===== config.mk =====
export PLATFORM = sky130hd
export DESIGN_NAME = fpas_top
export DESIGN_NICKNAME = d
export VERILOG_FILES = /design/src/design/fpas_pkg.sv /design/src/design/fpas_top.sv
export SDC_FILE = /design/constraint.sdc
export NUM_CORES = 2
export LEC_CHECK = 0
export BUFFER_PORTS_ARGS = -buffer_cell sky130_fd_sc_hd__buf_2
export CAP_MARGIN = 15
export CORE_MARGIN = 2
export CORE_UTILIZATION = 25
export CTS_BUF_LIST = sky130_fd_sc_hd__clkbuf_8
export DETAILED_ROUTE_END_ITERATION = 12
export GPL_TIMING_DRIVEN = 1
export PLACE_DENSITY = 0.38
export SLEW_MARGIN = 20
export SYNTH_ARGS = -nofsm -noshare
export SYNTH_HDL_FRONTEND = slang
export SYNTH_SLANG_ARGS = --single-unit

===== constraint.sdc =====
create_clock -name I_SYS_CLK -period 7.85 [get_ports I_SYS_CLK]
set_input_delay 1.57 -clock I_SYS_CLK [delete_from_list [all_inputs] [get_ports I_SYS_CLK]]
set_output_delay 1.57 -clock I_SYS_CLK [all_outputs]
set_load 0.005 [all_outputs]

===== src/design/fpas_pkg.sv =====
// Constants and types for the fixed-point add/subtract datapath.
// Assumes one 125 MHz clock shared by the register-port master and the memory port.
package fpas_pkg;

	// ==========================================================
	// Register map (byte offsets, one word each)
	localparam logic [7:0] FPAS_REG_GPR_BASE = 8'h00;
	localparam logic [7:0] FPAS_REG_PSW = 8'h20;
	localparam logic [7:0] FPAS_REG_INSTR = 8'h24;
	localparam logic [7:0] FPAS_REG_EADDR = 8'h28;
	localparam logic [7:0] FPAS_REG_CTRL = 8'h2C;
	localparam logic [7:0] FPAS_REG_STAT = 8'h30;
	localparam logic [7:0] FPAS_REG_IRQ_STS = 8'h34;
	localparam logic [7:0] FPAS_REG_IRQ_MASK = 8'h38;

	// ==========================================================
	// Field positions
	localparam int FPAS_OVF_FLAG_POS = 30;
	localparam int FPAS_ZERO_FLAG_POS = 27;
	localparam int FPAS_PC_MSB = 23;
	localparam int FPAS_OPC_HI = 31;
	localparam int FPAS_OPC_LO = 26;
	localparam int FPAS_RD_HI = 25;
	localparam int FPAS_RD_LO = 23;
	localparam int FPAS_RS_HI = 22;
	localparam int FPAS_RS_LO = 20;
	localparam int FPAS_FBIT_POS = 19;
	localparam int FPAS_SUBOP_HI = 18;
	localparam int FPAS_SUBOP_LO = 16;
	localparam int FPAS_IMM_HI = 15;
	localparam int FPAS_CTRL_START_POS = 0;
	localparam int FPAS_IRQ_DONE_POS = 0;
	localparam int FPAS_IRQ_OVF_POS = 1;
	localparam int FPAS_IRQ_ILL_POS = 2;
	localparam int FPAS_IRQ_W = 3;

	// ==========================================================
	// Encodings, steps and reset values
	localparam logic [5:0] FPAS_OPC_RR = 6'h0E;
	localparam logic [5:0] FPAS_OPC_ARM = 6'h3A;
	localparam logic [5:0] FPAS_OPC_SUM = 6'h2F;
	localparam logic [5:0] FPAS_OPC_IMM = 6'h32;
	localparam logic [2:0] FPAS_SUBOP_ADD_IMM = 3'h1;
	localparam logic [1:0] FPAS_SZ_WORD = 2'h0;
	localparam logic [1:0] FPAS_SZ_HALF = 2'h1;
	localparam logic [1:0] FPAS_SZ_DOUBLE = 2'h2;
	localparam logic [2:0] FPAS_MASK_IDX = 3'h4;
	localparam logic [23:0] FPAS_PC_STEP_SHORT = 24'h000002;
	localparam logic [23:0] FPAS_PC_STEP_LONG = 24'h000004;
	localparam logic [31:0] FPAS_PSW_RST = 32'h00000000;
	localparam logic [2:0] FPAS_IRQ_MASK_RST = 3'h0;

	// ==========================================================
	// Types
	typedef enum logic [5:0] {S_IDLE = 6'h01, S_READ = 6'h02, S_WAIT = 6'h04,
		S_EXEC = 6'h08, S_WRITE = 6'h10, S_FIN = 6'h20} fpas_fsm_type;
	typedef enum logic [3:0] {OP_NONE = 4'h0, OP_RR = 4'h1, OP_RRM = 4'h2, OP_ARB = 4'h3, OP_ARH = 4'h4,
		OP_ARW = 4'h5, OP_ARD = 4'h6, OP_ADD_IMM = 4'h7, OP_SMB = 4'h8, OP_SMH = 4'h9, OP_ILL = 4'hF} fpas_op_type;
	typedef struct packed {logic wr; logic rd; logic [7:0] addr; logic [31:0] wdata;} fpas_bus_req_type;
	typedef struct packed {logic wr; logic rd; logic [23:0] addr; logic [31:0] wdata; logic [3:0] be;} fpas_mem_req_type;
	typedef struct packed {logic rvalid; logic [31:0] rdata;} fpas_mem_rsp_type;
	typedef struct packed {
		fpas_fsm_type state;
		fpas_op_type op;
		logic [7:0][31:0] general_register;
		logic [31:0] psw;
		logic [31:0] instr;
		logic [23:0] eaddr;
		logic [31:0] mdata_hi;
		logic [31:0] mdata_lo;
		logic wsel;
		fpas_mem_req_type mem;
		logic [31:0] rdata;
		logic [2:0] sts;
		logic [2:0] mask;
		logic irq;
		logic busy;
	} fpas_state_type;

	localparam fpas_state_type FPAS_ST_RST = '{state: S_IDLE, op: OP_NONE, psw: FPAS_PSW_RST,
		mask: FPAS_IRQ_MASK_RST, default: '0};

endpackage : fpas_pkg


===== src/design/fpas_top.sv =====
// Fixed-point add/subtract datapath with its own general register file and status word.
// Assumes a same-clock master on the register port and a memory that answers reads with rvalid
// and takes one write per cycle without stalling.
// Functional notes
// - Register-to-register add puts destination plus source into the destination register.
// - The masked register add ANDs the sum with register four before writing the destination.
// - Full-width results set overflow, positive, negative and zero condition bits.
// - Add to memory byte adds the byte to the register and stores only the low result byte.
// - Add to memory byte leaves the register and the other three bytes of the word alone.
// - After add to memory byte only the zero bit is meaningful, taken from the whole 32-bit sum.
// - Add to memory halfword adds the halfword to register bits 0-15 and stores it back.
// - Add to memory halfword leaves the other halfword of the word alone.
// - After add to memory halfword the zero bit reflects the stored halfword.
// - Add to memory word stores the 32-bit sum to memory and leaves the register unchanged.
// - Add to memory doubleword adds odd register to low word first, then even plus carry to high.
// - Doubleword condition bits come from the whole 64-bit stored result.
// - Add immediate sign-extends the low instruction halfword and adds it to the register.
// - Subtract memory byte zero-extends the byte and subtracts it from the register.
// - Subtract memory halfword sign-extends the halfword and subtracts it from the register.
//
// Chosen here: the placing of the registers and the address-and-strobe port.
`timescale 1ns/100ps
module fpas_top (
	input wire logic I_SYS_CLK,
	input wire logic I_ARST_N,
	input wire fpas_pkg::fpas_bus_req_type I_BUS_REQ,
	output logic [31:0] O_BUS_RDATA,
	output fpas_pkg::fpas_mem_req_type O_MEM_REQ,
	input wire fpas_pkg::fpas_mem_rsp_type I_MEM_RSP,
	output logic O_IRQ,
	output logic O_BUSY
);
	import fpas_pkg::*;

	fpas_state_type st_ff;
	fpas_state_type nxt_st;
	fpas_op_type dec_op;
	logic [2:0] rd_idx;
	logic [2:0] rs_idx;
	logic [2:0] even_idx;
	logic [2:0] odd_idx;
	logic [31:0] opd_a;
	logic [31:0] opd_b;
	logic [31:0] mask_val;
	logic [7:0] mem_byte;
	logic [15:0] mem_half;
	logic [15:0] imm_half;
	logic is_sub;
	logic ovf32;
	logic [31:0] res32;
	logic [31:0] masked32;
	logic [15:0] half_sum;
	logic [32:0] dbl_lo;
	logic [31:0] dbl_hi;
	logic [63:0] res64;
	logic ovf64;
	logic [23:0] pc_now;

	// Condition bits from overflow, sign and zero
	function automatic logic [3:0] fpas_cc(input logic ovf, input logic neg, input logic zero);
		fpas_cc = {ovf, ~neg & ~zero, neg, zero};
	endfunction : fpas_cc

	// ==========================================================
	// Decode
	// Operand size lives in the F bit and the two low address bits of the instruction
	always_comb
	begin
		dec_op = OP_ILL;
		case (st_ff.instr[FPAS_OPC_HI:FPAS_OPC_LO])
			FPAS_OPC_RR: dec_op = st_ff.instr[FPAS_FBIT_POS] ? OP_RRM : OP_RR;
			FPAS_OPC_ARM:
			begin
				if (st_ff.instr[FPAS_FBIT_POS])
					dec_op = OP_ARB;
				else if (st_ff.instr[1:0] == FPAS_SZ_HALF)
					dec_op = OP_ARH;
				else if (st_ff.instr[1:0] == FPAS_SZ_WORD)
					dec_op = OP_ARW;
				else if (st_ff.instr[1:0] == FPAS_SZ_DOUBLE)
					dec_op = OP_ARD;
				else
					dec_op = OP_ILL;
			end
			FPAS_OPC_SUM:
			begin
				if (st_ff.instr[FPAS_FBIT_POS])
					dec_op = OP_SMB;
				else if (st_ff.instr[1:0] == FPAS_SZ_HALF)
					dec_op = OP_SMH;
				else
					dec_op = OP_ILL; // Word and double subtract are outside this block
			end
			FPAS_OPC_IMM:
				dec_op = (st_ff.instr[FPAS_SUBOP_HI:FPAS_SUBOP_LO] == FPAS_SUBOP_ADD_IMM) ? OP_ADD_IMM : OP_ILL;
			default: dec_op = OP_ILL;
		endcase
	end

	// ==========================================================
	// Datapath
	assign rd_idx = st_ff.instr[FPAS_RD_HI:FPAS_RD_LO];
	assign rs_idx = st_ff.instr[FPAS_RS_HI:FPAS_RS_LO];
	assign even_idx = {rd_idx[2:1], 1'b0};
	assign odd_idx = {rd_idx[2:1], 1'b1};
	assign opd_a = st_ff.general_register[rd_idx];
	assign mask_val = st_ff.general_register[FPAS_MASK_IDX];
	assign pc_now = st_ff.psw[FPAS_PC_MSB:0];
	// Big-endian lanes: byte 0 of a word is bits 31:24
	assign mem_byte = st_ff.mdata_hi[{~st_ff.eaddr[1:0], 3'b000} +: 8];
	assign mem_half = st_ff.mdata_hi[{~st_ff.eaddr[1], 4'b0000} +: 16];
	assign imm_half = st_ff.instr[FPAS_IMM_HI:0];
	assign is_sub = (st_ff.op == OP_SMB) || (st_ff.op == OP_SMH);

	// Second operand shaping
	always_comb
	begin
		case (st_ff.op)
			OP_RR, OP_RRM: opd_b = st_ff.general_register[rs_idx];
			OP_ARB, OP_SMB: opd_b = {24'h000000, mem_byte};
			OP_SMH: opd_b = {{16{mem_half[15]}}, mem_half};
			OP_ADD_IMM: opd_b = {{16{imm_half[15]}}, imm_half};
			OP_ARW: opd_b = st_ff.mdata_hi;
			default: opd_b = 32'h00000000;
		endcase
	end

	assign res32 = is_sub ? (opd_a - opd_b) : (opd_a + opd_b);
	// Overflow: operands agree (add) or differ (sub) in sign and the result sign flips
	assign ovf32 = ((opd_a[31] == opd_b[31]) ^ is_sub) && (res32[31] != opd_a[31]);
	assign masked32 = res32 & mask_val;
	assign half_sum = opd_a[15:0] + mem_half;
	// Low word first, its carry feeds the high word
	assign dbl_lo = {1'b0, st_ff.general_register[odd_idx]} + {1'b0, st_ff.mdata_lo};
	assign dbl_hi = st_ff.general_register[even_idx] + st_ff.mdata_hi + {31'h00000000, dbl_lo[32]};
	assign res64 = {dbl_hi, dbl_lo[31:0]};
	assign ovf64 = (st_ff.general_register[even_idx][31] == st_ff.mdata_hi[31]) && (dbl_hi[31] != st_ff.general_register[even_idx][31]);

	// ==========================================================
	// Next state: register port, sequencer, interrupt flags
	always_comb
	begin
		logic [FPAS_IRQ_W-1:0] ev;
		logic [FPAS_IRQ_W-1:0] w1c;
		logic start;
		ev = '0;
		w1c = '0;
		start = 1'b0;
		nxt_st = st_ff;
		nxt_st.mem.rd = 1'b0;
		nxt_st.mem.wr = 1'b0;
		nxt_st.rdata = 32'h00000000;

		// Register writes; operand and program state is frozen while an operation runs
		if (I_BUS_REQ.wr)
		begin
			case (I_BUS_REQ.addr)
				FPAS_REG_PSW: if (!st_ff.busy) nxt_st.psw = I_BUS_REQ.wdata;
				FPAS_REG_INSTR: if (!st_ff.busy) nxt_st.instr = I_BUS_REQ.wdata;
				FPAS_REG_EADDR: if (!st_ff.busy) nxt_st.eaddr = I_BUS_REQ.wdata[23:0];
				FPAS_REG_CTRL: start = I_BUS_REQ.wdata[FPAS_CTRL_START_POS] & ~st_ff.busy;
				FPAS_REG_IRQ_STS: w1c = I_BUS_REQ.wdata[FPAS_IRQ_W-1:0];
				FPAS_REG_IRQ_MASK: nxt_st.mask = I_BUS_REQ.wdata[FPAS_IRQ_W-1:0];
				default:
				begin
					if (I_BUS_REQ.addr[7:5] == FPAS_REG_GPR_BASE[7:5] && I_BUS_REQ.addr[1:0] == 2'h0 && !st_ff.busy)
						nxt_st.general_register[I_BUS_REQ.addr[4:2]] = I_BUS_REQ.wdata;
				end
			endcase
		end

		// Register reads; unmapped offsets answer zero
		if (I_BUS_REQ.rd)
		begin
			case (I_BUS_REQ.addr)
				FPAS_REG_PSW: nxt_st.rdata = st_ff.psw;
				FPAS_REG_INSTR: nxt_st.rdata = st_ff.instr;
				FPAS_REG_EADDR: nxt_st.rdata = {8'h00, st_ff.eaddr};
				FPAS_REG_STAT: nxt_st.rdata = {27'h0000000, st_ff.op, st_ff.busy};
				FPAS_REG_IRQ_STS: nxt_st.rdata = {29'h00000000, st_ff.sts};
				FPAS_REG_IRQ_MASK: nxt_st.rdata = {29'h00000000, st_ff.mask};
				default:
				begin
					if (I_BUS_REQ.addr[7:5] == FPAS_REG_GPR_BASE[7:5] && I_BUS_REQ.addr[1:0] == 2'h0)
						nxt_st.rdata = st_ff.general_register[I_BUS_REQ.addr[4:2]];
				end
			endcase
		end

		// Sequencer
		case (st_ff.state)
			S_IDLE:
			begin
				if (start)
				begin
					nxt_st.op = dec_op;
					nxt_st.wsel = 1'b0;
					if (dec_op == OP_ILL)
						ev[FPAS_IRQ_ILL_POS] = 1'b1;
					else if (dec_op == OP_RR || dec_op == OP_RRM || dec_op == OP_ADD_IMM)
						nxt_st.state = S_EXEC;
					else
						nxt_st.state = S_READ;
				end
			end
			S_READ:
			begin
				// Doubleword reads the high word, then the word four bytes above
				nxt_st.mem.rd = 1'b1;
				nxt_st.mem.be = 4'hF;
				nxt_st.mem.addr = (st_ff.op == OP_ARD) ? {st_ff.eaddr[23:3], st_ff.wsel, 2'b00} : {st_ff.eaddr[23:2], 2'b00};
				nxt_st.state = S_WAIT;
			end
			S_WAIT:
			begin
				if (I_MEM_RSP.rvalid)
				begin
					if (st_ff.wsel)
						nxt_st.mdata_lo = I_MEM_RSP.rdata;
					else
						nxt_st.mdata_hi = I_MEM_RSP.rdata;
					if (st_ff.op == OP_ARD && !st_ff.wsel)
					begin
						nxt_st.wsel = 1'b1;
						nxt_st.state = S_READ;
					end
					else
						nxt_st.state = S_EXEC;
				end
			end
			S_EXEC:
			begin
				// Program counter: halfword for register forms, word otherwise
				nxt_st.psw[FPAS_PC_MSB:0] = pc_now + ((st_ff.op == OP_RR || st_ff.op == OP_RRM) ?
					FPAS_PC_STEP_SHORT : FPAS_PC_STEP_LONG);
				nxt_st.state = S_FIN;
				nxt_st.wsel = 1'b0;
				nxt_st.mem.addr = {st_ff.eaddr[23:2], 2'b00};
				case (st_ff.op)
					OP_RRM:
					begin
						nxt_st.general_register[rd_idx] = masked32;
						nxt_st.psw[FPAS_OVF_FLAG_POS:FPAS_ZERO_FLAG_POS] = fpas_cc(ovf32, masked32[31], masked32 == 32'h0);
						ev[FPAS_IRQ_OVF_POS] = ovf32;
					end
					OP_ARB:
					begin
						// Only one byte lane written; register untouched
						nxt_st.mem.wr = 1'b1;
						nxt_st.mem.wdata = {4{res32[7:0]}};
						nxt_st.mem.be = 4'h8 >> st_ff.eaddr[1:0];
						// Overflow, positive and negative are left cleared here
						nxt_st.psw[FPAS_OVF_FLAG_POS:FPAS_ZERO_FLAG_POS] = {3'b000, res32 == 32'h0};
					end
					OP_ARH:
					begin
						nxt_st.mem.wr = 1'b1;
						nxt_st.mem.wdata = {2{half_sum}};
						nxt_st.mem.be = st_ff.eaddr[1] ? 4'h3 : 4'hC;
						nxt_st.psw[FPAS_OVF_FLAG_POS:FPAS_ZERO_FLAG_POS] = {3'b000, half_sum == 16'h0};
					end
					OP_ARW:
					begin
						nxt_st.mem.wr = 1'b1;
						nxt_st.mem.wdata = res32;
						nxt_st.mem.be = 4'hF;
						nxt_st.psw[FPAS_OVF_FLAG_POS:FPAS_ZERO_FLAG_POS] = fpas_cc(ovf32, res32[31], res32 == 32'h0);
						ev[FPAS_IRQ_OVF_POS] = ovf32;
					end
					OP_ARD:
					begin
						// Low word goes out first, high word next cycle
						nxt_st.mem.wr = 1'b1;
						nxt_st.mem.addr = {st_ff.eaddr[23:3], 3'b100};
						nxt_st.mem.wdata = dbl_lo[31:0];
						nxt_st.mem.be = 4'hF;
						nxt_st.mdata_hi = dbl_hi;
						nxt_st.psw[FPAS_OVF_FLAG_POS:FPAS_ZERO_FLAG_POS] = fpas_cc(ovf64, res64[63], res64 == 64'h0);
						ev[FPAS_IRQ_OVF_POS] = ovf64;
						nxt_st.state = S_WRITE;
					end
					default:
					begin
						nxt_st.general_register[rd_idx] = res32;
						nxt_st.psw[FPAS_OVF_FLAG_POS:FPAS_ZERO_FLAG_POS] = fpas_cc(ovf32, res32[31], res32 == 32'h0);
						ev[FPAS_IRQ_OVF_POS] = ovf32;
					end
				endcase
			end
			S_WRITE:
			begin
				nxt_st.mem.wr = 1'b1;
				nxt_st.mem.addr = {st_ff.eaddr[23:3], 3'b000};
				nxt_st.mem.wdata = st_ff.mdata_hi;
				nxt_st.mem.be = 4'hF;
				nxt_st.state = S_FIN;
			end
			S_FIN:
			begin
				ev[FPAS_IRQ_DONE_POS] = 1'b1;
				nxt_st.state = S_IDLE;
			end
			default: nxt_st.state = S_IDLE;
		endcase

		// Sticky flags: a new event beats a same-cycle clear
		nxt_st.sts = (st_ff.sts & ~w1c) | ev;
		nxt_st.irq = |(nxt_st.sts & nxt_st.mask);
		nxt_st.busy = (nxt_st.state != S_IDLE);
	end

	// ==========================================================
	// State register
	always_ff @(posedge I_SYS_CLK or negedge I_ARST_N)
	begin
		if (!I_ARST_N)
			st_ff <= FPAS_ST_RST;
		else
			st_ff <= nxt_st;
	end

	// Outputs straight from the state register
	assign O_BUS_RDATA = st_ff.rdata;
	assign O_MEM_REQ = st_ff.mem;
	assign O_IRQ = st_ff.irq;
	assign O_BUSY = st_ff.busy;

	// ==========================================================
	// Checks
	logic [31:0] h_rd_val;
	logic [31:0] h_rr_sum;
	logic [31:0] h_imm_sum;
	logic [31:0] h_subb;
	logic [7:0] h_res_lo8;
	logic h_dbl_zero;
	logic h_exec;

	assign h_rd_val = st_ff.general_register[rd_idx];
	assign h_rr_sum = st_ff.general_register[rd_idx] + st_ff.general_register[rs_idx];
	assign h_imm_sum = st_ff.general_register[rd_idx] + {{16{st_ff.instr[15]}}, st_ff.instr[15:0]};
	assign h_subb = st_ff.general_register[rd_idx] - {24'h000000, mem_byte};
	assign h_res_lo8 = res32[7:0];
	assign h_dbl_zero = (res64 == 64'h0);
	assign h_exec = (st_ff.state == S_EXEC);
endmodule : fpas_top


---- After elaboration in Yosys (flattened, before gate mapping) ----
Index checks and enable logic that the tools add are counted.
W data, S select, Z words.
word-level totals
  logic and storage cells ................. 235
  register bits after elaboration ......... 521
  memory bits (read-only) ................. 0
  RAM bits ................................ 0
  memories ................................ 0
  bits in latches ......................... 0
operators by class
  shift operators ......................... 3
  mux-type cells .......................... 83
  add/subtract/negate cells ............... 7
  multipliers ............................. 0
  div/mod/pow operators ................... 0
  reduce and logical (&&, ||, !) cells .... 44
  eq/ne operators ......................... 45
  bitwise operators ....................... 19
  order comparisons ....................... 7
operators by type and width
  cell                  count
  $bwmux W256           3
  $mux W256             3
  $mux W32              17
  $pmux W256 S2         1
  $mux W344             1
  $bmux W32 S3          3
  $demux W32 S3         2
  $pmux W32 S6          1
  $pmux W32 S5          1
  $pmux W36 S4          1
  $bmux W32 S2          2
  $pmux W32 S2          2
  $mux W24              3
  $pmux W24 S3          1
  $mux W65              1
  $add A32 B32 Y32      2
  $logic_not A32 Y1     2
  $logic_not A64 Y1     1
  $eq A8 B6 Y1 const B  7
  $mux W4               9
  $add A32 B32 Y33      1
  $add A32 B1 Y32       1
  $and A32 B32 Y32      1
  $pmux W4 S4           2
  58 further kinds      140

---- Logic depth before layout (Yosys ltp) ----
  word-level depth ........................ 14
  gate-level depth with buffers ........... 33
  depth with buffers taken out ............ 28

---- Least setup slack after synthesis ----
OpenSTA, ideal clock, no wires.
  kind .................................... reg-to-reg
  start point ............................. register st_ff, in the netlist even_idx[1]
  end point ............................... register st_ff[250] (netlist bit)
  clock period less this slack ............ 8446 ps
  slack ................................... -596 ps
  arrival ................................. 8367 ps
  stages on the path, launching flop included .. 31
  required time ........................... 7771 ps
  setup time .............................. 79 ps
  path through ............................ dfrtp_1 clkbuf_1 clkbuf_1 clkbuf_1 clkbuf_1 buf_1 mux4_2 ha_1 clkbuf_1 a21oi_1 o21ai_0 or3b_2 a311o_1 a31oi_1 o21a_1 o21a_1 o221ai_1 a21o_1 fa_1 a211oi_2 nor3_1 o21a_1 o21a_1 nor3_1 o21ai_0 a211oi_1 xnor2_1 or4b_1 or4_1 nor2_1 a2bb2oi_1
between the ends
  cells in the longest elaborated chain, start to end .. 8
  elaborated cells on any way between the ends .. 20
  those cells by class .................... add/sub: 6; mux: 9; bitwise: 1; reduce/logical: 4
ends and longest elaborated chain
  item                                                                      line             source
  start: declaration                                                        fpas_top.sv:35   fpas_state_type st_ff;
  start signal: assignment                                                  fpas_top.sv:319  st_ff <= nxt_st;
  parallel branches: the longest is 6 deep, another holds $add A32 B32 Y32  -
  $pmux W4 S4 (*)                                                           fpas_top.sv:239  case (st_ff.op)
  $mux W4 (*)                                                               fpas_top.sv:191  case (st_ff.state)
Every way passes the cells marked *. The select of a mux whose other input is x is not followed.
A chain may end at the register's enable or synchronous reset.

---- Worst setup path in the final report ----
Ends and elaborated chain as after synthesis.

==> metrics <==
status finished clean; area of the multi-input gates 25280 sq um; clock network power share a little under two fifths; Slowest-stage cell, CP dfrtp_4; num rows ~150; overall power ~0.0085 W; Clock transition at path regs 0.06 ns; Final Non-Filler Cells 6549; Hold-fix buffers, CTS 0; global placer's final weighted congestion 0.9888; Worst path most repeated cell o21a_1; top cells by area, synth dfrtp_1, mux4_2, mux2i_1, o22ai_1, mux2_2; Final Skew 0.1145 ns; Tightest Pin Transition 1.228 ns; synth cell count leaders dfrtp_1, mux2i_1, o22ai_1; synthesized cell area 40270 sq um; final hold violation count 0; Crit Path Class register to register; Syn-to-layout area delta 16.35%; Worst Path Required 8.67 ns; RSZ-0062 raised after global routing false; Vias 38551; DP Area 44230 sq um; placed cells 6339; Synth Area per Inst between 9 and 10 sq um; cell area after layout around 47000 sq um; GR Overflow Total 0; Pwr Density between 150 and 200 nW/um^2; final setup fails 0; Die Span Y 405.4 microns; switch share 37.39%; CP bufs+invs 3; Startpoint Class register; Initial Utilization 25.14%; Final Util 29.25%; final period utilization 97.14%; NetSw ~0.0032 W; Initial DRC Count 4629; Max Cap Viol 0; delay-heaviest family, CP compound AO/OA/AOI/OAI gates; post-synth top area share 32.19%; Routed WL 228400 microns; main flop type after synthesis dfrtp_1; Crit Path Max Fanout 12; initial antenna violation count 17; Seq pwr share 34.8%; post-layout minimum cycle time 7.625 ns; sequential area share after synthesis 32.25%; synth warn 0; Leak roughly 18 nW; worst skew pair latency 0.90 ns; CP Capture Type register; most numerous cell in the Yosys netlist dfrtp_1; largest area contributor in the netlist dfrtp_1; TritonCTS Buffers 103; largest net degree at the start of global routing 150; ys async rst share 100.0%; CTS root buf clkbuf_8; Final ANT Viol Nets 0; Residual DRC 0; max_slew headroom between 10% and 20%; share of layout cells above drive strength 1 24.57%; via/cell ratio 5.887; Syn Inst Count 4175; HP Class register to register; TritonRoute pass-1 iters 5; Core Box Area roughly 160000 sq um; Layout fillers 16970; # H-tree levels 3; combinational share of power 26.9%; Die W around 400 microns; CP arrival between 8 and 9 ns; CTS Sinks just over 500; FF+latch count, synth 519; Die Footprint around 160000 sq um; peak supply drop 0.0001377 V; Slew Limit Fails 0; number of top-level pins 173; Avg WL per Cell 34.87 microns; Total Routing Usage GR 27.17%; number of distinct library cells after synthesis 96; Max stage delay on crit path 0.55 ns; IO buf count 170; Post-synth EDFFs 0; vias in the first global route 36941; register area 13010 sq um; Int Pwr 0.005296 W; fmax approximately 130 MHz; CTS tree yes; global-route wire length before repair about 310000 microns; nets 4494; Max Root-Sink Buffers 3; detailed placement HPWL 173000 microns
[timing repair]
item                                    CTS  global route
gates resized for setup                   8            18
endpoints found under the setup margin    2             3
buffers inserted                          6             6
pin swaps                                 3             4
gates cloned                              1             0
[logic make-up (layout without fill, tap and decap cells)]
family,after synthesis,after routing,synth area share (%)
AO/OA/AOI/OAI,1128,1128,17.91
AND/OR/NAND/NOR,1063,1063,13.09
multiplexers,710,710,24.42
flip-flops,519,519,32.25
buffers and inverters,512,720,5.813
XOR/XNOR,122,122,2.687
adder cells (fa/ha/maj),120,120,3.821
other,1,7,0.009312
[layout make-up]
type	count	share of cell area, %
multi-input cells	3145	53.95
clock buffers	136	3.995
inverters	70	0.5608
well taps	2160	5.768
flip-flops and latches	519	27.76
repair buffers	458	6.876
clock inverters	56	1.060
diodes	5	0.02670
[worst paths after layout]
path	start	to	slack [ns]	depth (start not counted)
max	even_idx[1]	st_ff[250]	0.22	27
min	O_MEM_REQ[12]	O_MEM_REQ[12]	0.47	2
max reg2reg	even_idx[1]	st_ff[250]	0.22	27
min reg2reg	O_MEM_REQ[12]	O_MEM_REQ[12]	0.47	2
max in group asynchronous	I_ARST_N	rs_idx[1]	5.62	2
min in group asynchronous	I_ARST_N	st_ff[159]	0.67	1
[power by group through the flow]
| stage | Combinational [W] | Sequential (W) | Clock [W] |
|---|---|---|---|
| CTS | 0.00220 | 0.00293 | 0.00332 |
| global placement | 0.00220 | 0.00298 | 0 |
| global route | 0.00235 | 0.00294 | 0.00343 |
| detailed placement | 0.00219 | 0.00298 | 0 |
| finish | 0.00227 | 0.00294 | 0.00324 |
| floorplan | 0.00114 | 0.00288 | 0 |
[flip-flops by register name, indices dropped and copies added (netlist names)]
register	cells
mask_val	32
pc_now	24
O_IRQ	1
rd_idx	1
rs_idx	3
O_MEM_REQ	60
O_BUS_RDATA	32
imm_half	16
O_BUSY	1
st_ff	347
even_idx	2
[cell usage in the layout, fill, tap and decap left out, types with 26 or more instances in the layout]
master and count:
buf_2 167, mux4_2 186, nor2_1 272, inv_1 92
nand2b_1 31, ha_1 114, clkbuf_8 136, xor2_1 53
xnor2_1 67, o22ai_1 342, nand4_1 80, nor3_1 47
buf_4 274, a211oi_1 48, dfrtp_1 510, a31oi_1 53
o21ai_0 163, nand3_1 86, o211ai_1 32, or2_2 26
nor2b_1 42, a21oi_1 231, and2_1 38, nand2_1 268
mux2i_1 360, a21o_1 49, mux2_2 151
[per-layer routing]
| layer | GRT usage [%] | part of all wire (%) | up-vias |
|---|---|---|---|
| li1 | - | - | 16146 |
| met1 | 38.37 | 44 | 19931 |
| met2 | 39.89 | 42 | 2103 |
| met3 | 5.360 | 8.4 | 353 |
| met4 | 12.03 | 4.8 | 18 |
| met5 | 0 | 0.044 | - |
[worst reg2reg max path, delay by kind of cell, from the launching register on]
kind                       cells  cell delay [ns]
AOI/OAI and AO/OA             12             2.94
and+or+nand+nor                7             2.28
adders and majority gates      3             0.88
DFF                            1             0.55
buffers and inverters          3             0.40
muxes                          1             0.39
xor gates and xnor gates       1             0.12
[through the flow]
stage                     TNS, ns  hold WS [ns]  setup WS, ns
final                           0        0.4690        0.2246
after global routing            0        0.5039      0.003247
after floorplan                 0        0.4452       0.04558
after CTS                       0        0.4790       0.04834
after detailed placement   -1.492        0.4648       -0.7542
after global placement     -1.314        0.4564       -0.6752
Power figures use the tool's default switching activity.
